<file path="src/stt_pkg.sv">
// Package of register map, field layout and carrier types for the tuning bank.
package stt_pkg;
  localparam int ADDR_W = 7;
  localparam int DATA_W = 8;

  localparam logic [6:0] OFF_PRESCALER = 7'h1c;
  localparam logic [6:0] OFF_PUMP_TEST = 7'h40;
  localparam logic [6:0] OFF_PUMP_VCO = 7'h41;
  localparam logic [6:0] OFF_BW_CONST = 7'h42;
  localparam logic [6:0] OFF_LOOP_BREAK = 7'h43;
  localparam logic [6:0] OFF_PUMP_STATUS = 7'h44;
  localparam logic [6:0] OFF_CAL_STATUS = 7'h45;
  localparam logic [6:0] OFF_OSC_STATUS = 7'h46;

  localparam int PRE_SWING_POS = 6;
  localparam int PRE_CURRENT_POS = 4;
  localparam int BYPASS_R_POS = 3;
  localparam int DISCONNECT_C_POS = 2;
  localparam int TP1_POS = 7;
  localparam int TP2_POS = 6;
  localparam int PUMP_FORCE_POS = 5;
  localparam int PUMP_DIS_POS = 5;
  localparam int OSC_FORCE_POS = 4;
  localparam int LOOP_BREAK_POS = 4;

  localparam logic [1:0] RST_PRE_SWING = 2'h0;
  localparam logic [1:0] RST_PRE_CURRENT = 2'h0;
  localparam logic [4:0] RST_PUMP_VALUE = 5'h10;
  localparam logic [3:0] RST_OSC_VALUE = 4'h8;
  localparam logic [5:0] RST_BW_CONST = 6'h25;
  localparam logic [3:0] RST_CAL_OPEN = 4'h4;

  typedef struct packed {
    logic [1:0] pre_swing;
    logic [1:0] pre_current;
    logic bypass_r;
    logic disconnect_c;
    logic testpoint_one_route;
    logic testpoint_two_route;
    logic pump_current_force;
    logic [4:0] pump_current_forced_value;
    logic pump_pulse_disable;
    logic osc_array_force;
    logic [3:0] osc_array_forced_value;
    logic [5:0] loop_bandwidth_const;
    logic loop_break;
    logic [3:0] cal_dac_open;
  } stt_cfg_type;

  typedef struct packed {
    logic [4:0] pump_current;
    logic [3:0] cal_dac;
    logic [3:0] osc_array;
  } stt_cal_type;

  typedef struct packed {
    logic [1:0] pre_swing;
    logic [1:0] pre_current;
    logic bypass_r;
    logic disconnect_c;
    logic tp_one;
    logic tp_two;
    logic pump_up;
    logic pump_down;
    logic [5:0] loop_bandwidth_const;
    logic loop_open;
    stt_cal_type applied;
  } stt_ana_type;
endpackage : stt_pkg

</file>
<file path="src/stt_apply_mux.sv">
// Override selection between calibrated and software values.
`timescale 1ns/10ps
`default_nettype none
module stt_apply_mux (
  input wire stt_pkg::stt_cfg_type cfg_i,
  input wire stt_pkg::stt_cal_type cal_i,
  input wire logic up_i,
  input wire logic down_i,
  output logic up_o,
  output logic down_o,
  output stt_pkg::stt_cal_type applied_o
);
  always_comb begin
    applied_o.pump_current = cfg_i.pump_current_force ?
      cfg_i.pump_current_forced_value : cal_i.pump_current;
    applied_o.osc_array = cfg_i.osc_array_force ?
      cfg_i.osc_array_forced_value : cal_i.osc_array;
    applied_o.cal_dac = cfg_i.loop_break ?
      cfg_i.cal_dac_open : cal_i.cal_dac;
    up_o = up_i & ~cfg_i.pump_pulse_disable;
    down_o = down_i & ~cfg_i.pump_pulse_disable;
  end
endmodule : stt_apply_mux
`default_nettype wire

</file>
<file path="src/stt_regs.sv">
// Synthesizer tuning and test register bank with registered analog controls.
//
// Design decision made here: the plain strobed port.
`timescale 1ns/10ps
`default_nettype none
module stt_regs (
  input wire logic clk_i,
  input wire logic rst_n_i,
  input wire logic ce_i,
  input wire logic [6:0] addr_i,
  input wire logic [7:0] wdata_i,
  input wire logic wr_i,
  input wire logic rd_i,
  input wire stt_pkg::stt_cal_type cal_i,
  input wire logic pump_up_i,
  input wire logic pump_down_i,
  output logic [7:0] rdata_o,
  output stt_pkg::stt_ana_type ana_o
);
  typedef struct packed {
    stt_pkg::stt_cfg_type cfg;
    logic [7:0] rdata;
    stt_pkg::stt_ana_type ana;
  } stt_state_type;

  stt_state_type state;
  stt_state_type next_state;
  stt_pkg::stt_cal_type applied;
  logic gated_up;
  logic gated_down;

  stt_apply_mux u_mux (
    .cfg_i(state.cfg),
    .cal_i(cal_i),
    .up_i(pump_up_i),
    .down_i(pump_down_i),
    .up_o(gated_up),
    .down_o(gated_down),
    .applied_o(applied)
  );

  function automatic stt_pkg::stt_cfg_type cfg_reset();
    stt_pkg::stt_cfg_type c;
    c = '0;
    c.pre_swing = stt_pkg::RST_PRE_SWING;
    c.pre_current = stt_pkg::RST_PRE_CURRENT;
    c.pump_current_forced_value = stt_pkg::RST_PUMP_VALUE;
    c.osc_array_forced_value = stt_pkg::RST_OSC_VALUE;
    c.loop_bandwidth_const = stt_pkg::RST_BW_CONST;
    c.cal_dac_open = stt_pkg::RST_CAL_OPEN;
    return c;
  endfunction : cfg_reset

  always_comb begin
    next_state = state;
    if (wr_i) begin
      case (addr_i)
        stt_pkg::OFF_PRESCALER: begin
          next_state.cfg.pre_swing =
            wdata_i[stt_pkg::PRE_SWING_POS +: 2];
          next_state.cfg.pre_current =
            wdata_i[stt_pkg::PRE_CURRENT_POS +: 2];
          next_state.cfg.bypass_r = wdata_i[stt_pkg::BYPASS_R_POS];
          next_state.cfg.disconnect_c =
            wdata_i[stt_pkg::DISCONNECT_C_POS];
        end
        stt_pkg::OFF_PUMP_TEST: begin
          next_state.cfg.testpoint_one_route =
            wdata_i[stt_pkg::TP1_POS];
          next_state.cfg.testpoint_two_route =
            wdata_i[stt_pkg::TP2_POS];
          next_state.cfg.pump_current_force =
            wdata_i[stt_pkg::PUMP_FORCE_POS];
          next_state.cfg.pump_current_forced_value = wdata_i[4:0];
        end
        stt_pkg::OFF_PUMP_VCO: begin
          next_state.cfg.pump_pulse_disable =
            wdata_i[stt_pkg::PUMP_DIS_POS];
          next_state.cfg.osc_array_force =
            wdata_i[stt_pkg::OSC_FORCE_POS];
          next_state.cfg.osc_array_forced_value = wdata_i[3:0];
        end
        stt_pkg::OFF_BW_CONST: begin
          next_state.cfg.loop_bandwidth_const = wdata_i[5:0];
        end
        stt_pkg::OFF_LOOP_BREAK: begin
          next_state.cfg.loop_break =
            wdata_i[stt_pkg::LOOP_BREAK_POS];
          next_state.cfg.cal_dac_open = wdata_i[3:0];
        end
        default: begin
          next_state.cfg = state.cfg;
        end
      endcase
    end
    // Read data stand only in the cycle after the strobe; zero otherwise.
    next_state.rdata = 8'h00;
    if (rd_i) begin
      case (addr_i)
        stt_pkg::OFF_PRESCALER: begin
          next_state.rdata = {state.cfg.pre_swing, state.cfg.pre_current,
            state.cfg.bypass_r, state.cfg.disconnect_c, 2'h0};
        end
        stt_pkg::OFF_PUMP_TEST: begin
          next_state.rdata = {state.cfg.testpoint_one_route,
            state.cfg.testpoint_two_route, state.cfg.pump_current_force,
            state.cfg.pump_current_forced_value};
        end
        stt_pkg::OFF_PUMP_VCO: begin
          next_state.rdata = {2'h0, state.cfg.pump_pulse_disable,
            state.cfg.osc_array_force,
            state.cfg.osc_array_forced_value};
        end
        stt_pkg::OFF_BW_CONST: begin
          next_state.rdata = {2'h0, state.cfg.loop_bandwidth_const};
        end
        stt_pkg::OFF_LOOP_BREAK: begin
          next_state.rdata = {3'h0, state.cfg.loop_break,
            state.cfg.cal_dac_open};
        end
        stt_pkg::OFF_PUMP_STATUS: begin
          next_state.rdata = {3'h0, state.ana.applied.pump_current};
        end
        stt_pkg::OFF_CAL_STATUS: begin
          next_state.rdata = {4'h0, state.ana.applied.cal_dac};
        end
        stt_pkg::OFF_OSC_STATUS: begin
          next_state.rdata = {4'h0, state.ana.applied.osc_array};
        end
        default: begin
          next_state.rdata = 8'h00;
        end
      endcase
    end
    next_state.ana.pre_swing = state.cfg.pre_swing;
    next_state.ana.pre_current = state.cfg.pre_current;
    next_state.ana.bypass_r = state.cfg.bypass_r;
    next_state.ana.disconnect_c = state.cfg.disconnect_c;
    // A low select grounds the test-point path to the pump pin.
    next_state.ana.tp_one = state.cfg.testpoint_one_route;
    next_state.ana.tp_two = state.cfg.testpoint_two_route;
    next_state.ana.pump_up = gated_up;
    next_state.ana.pump_down = gated_down;
    next_state.ana.loop_bandwidth_const = state.cfg.loop_bandwidth_const;
    next_state.ana.loop_open = state.cfg.loop_break;
    next_state.ana.applied = applied;
  end

  always_ff @(posedge clk_i) begin
    if (!rst_n_i) begin
      state.cfg <= cfg_reset();
      state.rdata <= 8'h00;
      state.ana <= '0;
    end else if (ce_i) begin
      state <= next_state;
    end
  end

  assign rdata_o = state.rdata;
  assign ana_o = state.ana;

  a_pump_force_sel: assert property (
    @(posedge clk_i) disable iff (!rst_n_i)
    ce_i && state.cfg.pump_current_force |=> ana_o.applied.pump_current ==
    $past(state.cfg.pump_current_forced_value))
    else $error("Forced pump current not applied.");

  a_pump_cal_sel: assert property (
    @(posedge clk_i) disable iff (!rst_n_i)
    ce_i && !state.cfg.pump_current_force |=>
    ana_o.applied.pump_current == $past(cal_i.pump_current))
    else $error("Calibrated pump current not applied.");

  a_pulse_disable: assert property (
    @(posedge clk_i) disable iff (!rst_n_i)
    ce_i && state.cfg.pump_pulse_disable |=>
    !ana_o.pump_up && !ana_o.pump_down)
    else $error("Pump pulse passed while disabled.");

  a_osc_force_sel: assert property (
    @(posedge clk_i) disable iff (!rst_n_i)
    ce_i && state.cfg.osc_array_force |=> ana_o.applied.osc_array ==
    $past(state.cfg.osc_array_forced_value))
    else $error("Forced oscillator array not applied.");

  a_loop_open_dac: assert property (
    @(posedge clk_i) disable iff (!rst_n_i)
    ce_i && state.cfg.loop_break |=> ana_o.loop_open &&
    ana_o.applied.cal_dac == $past(state.cfg.cal_dac_open))
    else $error("Open loop did not apply the override DAC value.");

  a_status_read: assert property (
    @(posedge clk_i) disable iff (!rst_n_i)
    ce_i && rd_i && addr_i == stt_pkg::OFF_PUMP_STATUS |=>
    rdata_o == {3'h0, $past(ana_o.applied.pump_current)})
    else $error("Pump status read mismatch.");

  a_unused_zero: assert property (
    @(posedge clk_i) disable iff (!rst_n_i)
    ce_i && rd_i && addr_i == stt_pkg::OFF_PRESCALER |=>
    rdata_o[1:0] == 2'h0)
    else $error("Unused prescaler bits read nonzero.");

  a_bw_write_back: assert property (
    @(posedge clk_i) disable iff (!rst_n_i)
    ce_i && wr_i && addr_i == stt_pkg::OFF_BW_CONST ##1
    ce_i && rd_i && addr_i == stt_pkg::OFF_BW_CONST |=>
    rdata_o == {2'h0, $past(wdata_i[5:0], 2)})
    else $error("Bandwidth constant write did not read back.");

  a_swing_reset: assert property (
    @(posedge clk_i)
    !rst_n_i |=> state.cfg.pre_swing == 2'h0 &&
    state.cfg.pre_current == 2'h0)
    else $error("Prescaler fields not reset to zero.");

  a_route_follow: assert property (
    @(posedge clk_i) disable iff (!rst_n_i)
    ce_i && wr_i && addr_i == stt_pkg::OFF_PUMP_TEST ##1 ce_i |=>
    ana_o.tp_one == $past(wdata_i[7], 2) &&
    ana_o.tp_two == $past(wdata_i[6], 2))
    else $error("Test point routing did not follow the write.");

  // Each field must take exactly its own bits of the write data.
  a_swing_write: assert property (
    @(posedge clk_i) disable iff (!rst_n_i)
    ce_i && wr_i && addr_i == stt_pkg::OFF_PRESCALER |=>
    state.cfg.pre_swing == $past(wdata_i[7:6]))
    else $error("Prescaler swing write mismatch.");

  a_current_write: assert property (
    @(posedge clk_i) disable iff (!rst_n_i)
    ce_i && wr_i && addr_i == stt_pkg::OFF_PRESCALER |=>
    state.cfg.pre_current == $past(wdata_i[5:4]))
    else $error("Prescaler current write mismatch.");

  a_bypass_write: assert property (
    @(posedge clk_i) disable iff (!rst_n_i)
    ce_i && wr_i && addr_i == stt_pkg::OFF_PRESCALER |=>
    state.cfg.bypass_r == $past(wdata_i[3]))
    else $error("Resistor bypass write mismatch.");

  a_cap_write: assert property (
    @(posedge clk_i) disable iff (!rst_n_i)
    ce_i && wr_i && addr_i == stt_pkg::OFF_PRESCALER |=>
    state.cfg.disconnect_c == $past(wdata_i[2]))
    else $error("Capacitor disconnect write mismatch.");

  a_tp_one_write: assert property (
    @(posedge clk_i) disable iff (!rst_n_i)
    ce_i && wr_i && addr_i == stt_pkg::OFF_PUMP_TEST |=>
    state.cfg.testpoint_one_route == $past(wdata_i[7]))
    else $error("Test point one write mismatch.");

  a_tp_two_write: assert property (
    @(posedge clk_i) disable iff (!rst_n_i)
    ce_i && wr_i && addr_i == stt_pkg::OFF_PUMP_TEST |=>
    state.cfg.testpoint_two_route == $past(wdata_i[6]))
    else $error("Test point two write mismatch.");

  a_force_write: assert property (
    @(posedge clk_i) disable iff (!rst_n_i)
    ce_i && wr_i && addr_i == stt_pkg::OFF_PUMP_TEST |=>
    state.cfg.pump_current_force == $past(wdata_i[5]))
    else $error("Pump force write mismatch.");

  a_pump_value_write: assert property (
    @(posedge clk_i) disable iff (!rst_n_i)
    ce_i && wr_i && addr_i == stt_pkg::OFF_PUMP_TEST |=>
    state.cfg.pump_current_forced_value == $past(wdata_i[4:0]))
    else $error("Forced pump value write mismatch.");

  a_disable_write: assert property (
    @(posedge clk_i) disable iff (!rst_n_i)
    ce_i && wr_i && addr_i == stt_pkg::OFF_PUMP_VCO |=>
    state.cfg.pump_pulse_disable == $past(wdata_i[5]))
    else $error("Pump disable write mismatch.");

  a_osc_write: assert property (
    @(posedge clk_i) disable iff (!rst_n_i)
    ce_i && wr_i && addr_i == stt_pkg::OFF_PUMP_VCO |=>
    state.cfg.osc_array_force == $past(wdata_i[4]) &&
    state.cfg.osc_array_forced_value == $past(wdata_i[3:0]))
    else $error("Oscillator override write mismatch.");

  a_bw_write: assert property (
    @(posedge clk_i) disable iff (!rst_n_i)
    ce_i && wr_i && addr_i == stt_pkg::OFF_BW_CONST |=>
    state.cfg.loop_bandwidth_const == $past(wdata_i[5:0]))
    else $error("Bandwidth constant write mismatch.");

  a_break_write: assert property (
    @(posedge clk_i) disable iff (!rst_n_i)
    ce_i && wr_i && addr_i == stt_pkg::OFF_LOOP_BREAK |=>
    state.cfg.loop_break == $past(wdata_i[4]) &&
    state.cfg.cal_dac_open == $past(wdata_i[3:0]))
    else $error("Loop break write mismatch.");

  // Outputs follow the registers and the pump and calibration inputs one stage later.
  a_pulse_pass: assert property (
    @(posedge clk_i) disable iff (!rst_n_i)
    ce_i && !state.cfg.pump_pulse_disable |=>
    ana_o.pump_up == $past(pump_up_i) && ana_o.pump_down == $past(pump_down_i))
    else $error("Pump pulse blocked while enabled.");

  a_osc_cal_sel: assert property (
    @(posedge clk_i) disable iff (!rst_n_i)
    ce_i && !state.cfg.osc_array_force |=>
    ana_o.applied.osc_array == $past(cal_i.osc_array))
    else $error("Calibrated oscillator array not applied.");

  a_loop_closed: assert property (
    @(posedge clk_i) disable iff (!rst_n_i)
    ce_i && !state.cfg.loop_break |=> !ana_o.loop_open &&
    ana_o.applied.cal_dac == $past(cal_i.cal_dac))
    else $error("Closed loop did not apply the calibrated DAC value.");

  a_bw_output: assert property (
    @(posedge clk_i) disable iff (!rst_n_i)
    ce_i |=>
    ana_o.loop_bandwidth_const == $past(state.cfg.loop_bandwidth_const))
    else $error("Bandwidth output does not follow the register.");

  a_bypass_output: assert property (
    @(posedge clk_i) disable iff (!rst_n_i)
    ce_i |=> ana_o.bypass_r == $past(state.cfg.bypass_r))
    else $error("Bypass output does not follow the register.");

  a_cap_output: assert property (
    @(posedge clk_i) disable iff (!rst_n_i)
    ce_i |=> ana_o.disconnect_c == $past(state.cfg.disconnect_c))
    else $error("Disconnect output does not follow the register.");

  a_vco_unused: assert property (
    @(posedge clk_i) disable iff (!rst_n_i)
    ce_i && rd_i && addr_i == stt_pkg::OFF_PUMP_VCO |=>
    rdata_o[7:6] == 2'h0)
    else $error("Unused pump disable bits read nonzero.");

  a_break_unused: assert property (
    @(posedge clk_i) disable iff (!rst_n_i)
    ce_i && rd_i && addr_i == stt_pkg::OFF_LOOP_BREAK |=>
    rdata_o[7:5] == 3'h0)
    else $error("Unused loop break bits read nonzero.");
endmodule : stt_regs
`default_nettype wire

</file>
<file path="config.mk">
export PLATFORM = sky130hd
export DESIGN_NAME = stt_regs
export DESIGN_NICKNAME = d
export VERILOG_FILES = /design/src/stt_pkg.sv /design/src/stt_apply_mux.sv /design/src/stt_regs.sv
export SDC_FILE = /design/constraint.sdc
export NUM_CORES = 1
export LEC_CHECK = 0
export ABC_AREA = 1
export BUFFER_PORTS_ARGS = -buffer_cell sky130_fd_sc_hd__clkbuf_2
export CAP_MARGIN = 20
export CORE_UTILIZATION = 40
export DETAILED_ROUTE_END_ITERATION = 16
export GPL_TIMING_DRIVEN = 0
export MAX_ROUTING_LAYER = met4
export SLEW_MARGIN = 30
export SYNTH_ARGS = -nofsm -noshare
export SYNTH_HDL_FRONTEND = slang
export SYNTH_SLANG_ARGS = --single-unit
</file>
<file path="constraint.sdc">
create_clock -name clk_i -period 1 [get_ports clk_i]
set_input_delay 0.15 -clock clk_i [delete_from_list [all_inputs] [get_ports clk_i]]
set_output_delay 0.15 -clock clk_i [all_outputs]
set_load 0.02 [all_outputs]
</file>
==> results.json <==
{
  "status": "finished with violations",
  "violations": "setup timing",
  "crit_type": "flop to primary output",
  "antenna_cells": 0,
  "fin_crit_sh_pct": 107.4,
  "synth_top_family_by_area": "simple AND/OR/NAND/NOR gates",
  "synthDistinctLibCells": 27,
  "clk_pin_slew_worst_paths_ns": 0.08,
  "max_slew_margin_pct": 56.70,
  "required_ns": 0.85,
  "die_x_microns": 95.02,
  "clkLatencyLatePin_ns": 0.36,
  "ctsHoldBuffers": 0,
  "drtPass1Iterations": 5,
  "vdd_drop_max_mv": 0.8408,
  "slowest_stage": "dfxtp_2",
  "num_vias": 3423,
  "grt_max_degree": 13,
  "grt_pass1_wl_mm": 15.79,
  "totalPowerFinal_mw": 6.387,
  "ys_warn_count": 0,
  "avgSynthCellArea_sq_um": 7.524,
  "post-place-ws_ns": -0.4835,
  "cpPeakStageDelay_ns": 0.34,
  "overflow": 0,
  "crit_fanout": 2,
  "synth_cells": 460,
  "final_nets": 580,
  "place_hpwl_mm": 7.104,
  "rsz0062_at_grt": "true",
  "setup_slack_ns": -0.07369,
  "ys.flop_type": "dfxtp_1",
  "drive_gt1_share_pct": 48.73,
  "async_flop_share_pct": 0,
  "regArea_sq_mm": 0.001435,
  "nFillCells": 743,
  "die_h_microns": 95.02,
  "drc": 0,
  "multi_input_area_sq_mm": 0.001752,
  "viasPerCell": 5.226,
  "synth_nets": 495,
  "rows": 33,
  "post_drt_wl_per_cell_microns": 15.69,
  "die-area_sq_mm": 0.009028,
  "cts_sinks": 69,
  "worst-path-buf-inv": 2,
  "synth_edf_count": 0,
  "placed_cell_area_sq_mm": 0.004026,
  "areaGrowthSynthToFinish_pct": 46.64,
  "period_minus_slack_ns": 1.074,
  "worstHoldPathType": "input pin to flop",
  "cp_cell_sequence": "buf_6, buf_8",
  "htreeDepth": 3,
  "tightest_slew_ns": 0.6495,
  "synth_seq_cells": 69,
  "p_per_area_mw_per_mm2": 1259,
  "cp-start-kind": "flop",
  "wirelength_mm": 10.28,
  "yosys.area_share.adder_pct": 0,
  "holdWs_ns": 0.03633,
  "leakagePower_nw": 2.206,
  "start_util_pct": 41.70,
  "cp.arrival_ns": 0.92,
  "core_sq_mm": 0.008299,
  "grt_pass1_vias": 3146,
  "finalInstanceArea_sq_mm": 0.005075,
  "cts_buffers": 9,
  "cts_tree": "done",
  "antenna_found_initial": 0,
  "fmax_mhz": 931.4,
  "end_kind": "primary output",
  "postRouteAntennaNets": 0,
  "place_congestion": 0.8508,
  "cap_violations": 0,
  "grt_usage_pct": 24.40,
  "dr.first_iter.drc_count": 276,
  "fin_skew_ns": 0.009539,
  "setup-tns-final_ns": -1.010,
  "final_common_cell": "nand2_1",
  "synth.area.mux_share_pct": 0,
  "finalMaxSlewViolations": 0,
  "synth_area_sq_mm": 0.003461,
  "hold_viol_final": 0,
  "synth-compound-area-share_pct": 16.85,
  "ys_seq_area_share_pct": 39.91,
  "cp_top_family": "flip-flops",
  "setup_viol": 18,
  "yosys.area_share.simple_pct": 25.67,
  "ios": 73,
  "cts.path.max_buffers": 2,
  "synth_xor_area_share_pct": 0,
  "final_cell_mix": "nand2_1 (56), nand3_1 (41), a21oi_1 (41)",
  "port-buffer-count": 70,
  "root_buffer": "clkbuf_8"
}
==> layer usage <==
layer	track usage, %	up-vias	part of all wire (%)
met4	6.439	0	2.0
met2	40.05	128	48
li1	-	1653	-
met1	30.37	1621	43
met5	-	-	0
met3	5.263	21	6.7
==> Yosys cell counts, types with 2 or more instances <==
cell type | count | area (sq um)
a21oi_1 | 46 | 230.2
a21oi_2 | 2 | 17.52
buf_2 | 7 | 35.03
buf_4 | 38 | 285.3
buf_6 | 6 | 67.56
clkbuf_1 | 8 | 30.03
clkinv_1 | 2 | 7.510
dfxtp_1 | 69 | 1381
inv_1 | 38 | 142.6
inv_2 | 7 | 26.28
nand2_1 | 68 | 255.2
nand2_2 | 4 | 25.02
nand3_1 | 59 | 295.3
nand3_2 | 4 | 40.04
nor2_1 | 28 | 105.1
nor2_2 | 3 | 18.77
nor2_4 | 3 | 33.78
nor2_8 | 3 | 60.06
o211ai_1 | 13 | 97.59
o21ai_0 | 31 | 155.2
o21ai_1 | 14 | 70.07
o22ai_1 | 2 | 12.51
==> report_power, final <==
| group | switching, mW | internal, mW |
|---|---|---|
| sequential | 0.0624 | 2.84 |
| clock | 1.11 | 1.29 |
| combinational | 0.566 | 0.528 |
| total | 1.73 | 4.65 |
==> cell type report <==
class                   count  share of cell area (%)
multi-input cells         286                   34.52
flip-flops and latches     69                   28.28
repair buffers             97                   20.02
plain buffers              35                   6.164
inverters                  47                   4.290
clock buffers              11                   2.983
well taps                 105                   2.589
clock inverters             5                   1.159
==> through the flow <==
| step | instances | utilization, % |
|---|---|---|
| floorplan | 460 | - |
| global placement | 635 | 48.52 |
| detailed placement | 635 | 48.52 |
| CTS | 646 | 57.56 |
| global route | 655 | 61.15 |
| finish | 655 | 61.15 |
==> flip-flops by register name (all words and copies together) (netlist names) <==
name and cells:
rdata_o 8, state 16, next_state 15, ana_o 30
==> logic make-up after synthesis <==
logic type,after synthesis
DFF,69
buffers and inverters,107
AOI/OAI and AO/OA,108
and+or+nand+nor,176
==> path summary, 6_finish.rpt <==
check | start | to | slack (ns) | cells after the start
hold / removal | pump_up_i | ana_o[21]$_SDFFE_PN0P_ | 0.04 | 3
hold reg to reg | state[38]$_SDFFE_PN0P_ | state[38]$_SDFFE_PN0P_ | 0.48 | 2
setup / recovery | ana_o[7]$_SDFFE_PN0P_ | ana_o[7] | -0.07 | 2
setup reg to reg | ana_o[3]$_SDFFE_PN0P_ | rdata_o[3]$_SDFFE_PN0P_ | -0.04 | 7
==> tightest hold or removal path: cells and delay by family <==
family | cells | cell delay (ns)
AOI/OAI and AO/OA | 1 | 0.05
and+or+nand+nor | 1 | 0.07
buffers and inverters | 1 | 0.08
==> what timing repair did <==
item                                    CTS  global route
gates cloned                              3             2
resized for setup                       146            92
pin swaps                                18            23
buffers inserted                         17             8
endpoints found under the setup margin   61            68
Power figures use the tool's default switching activity.
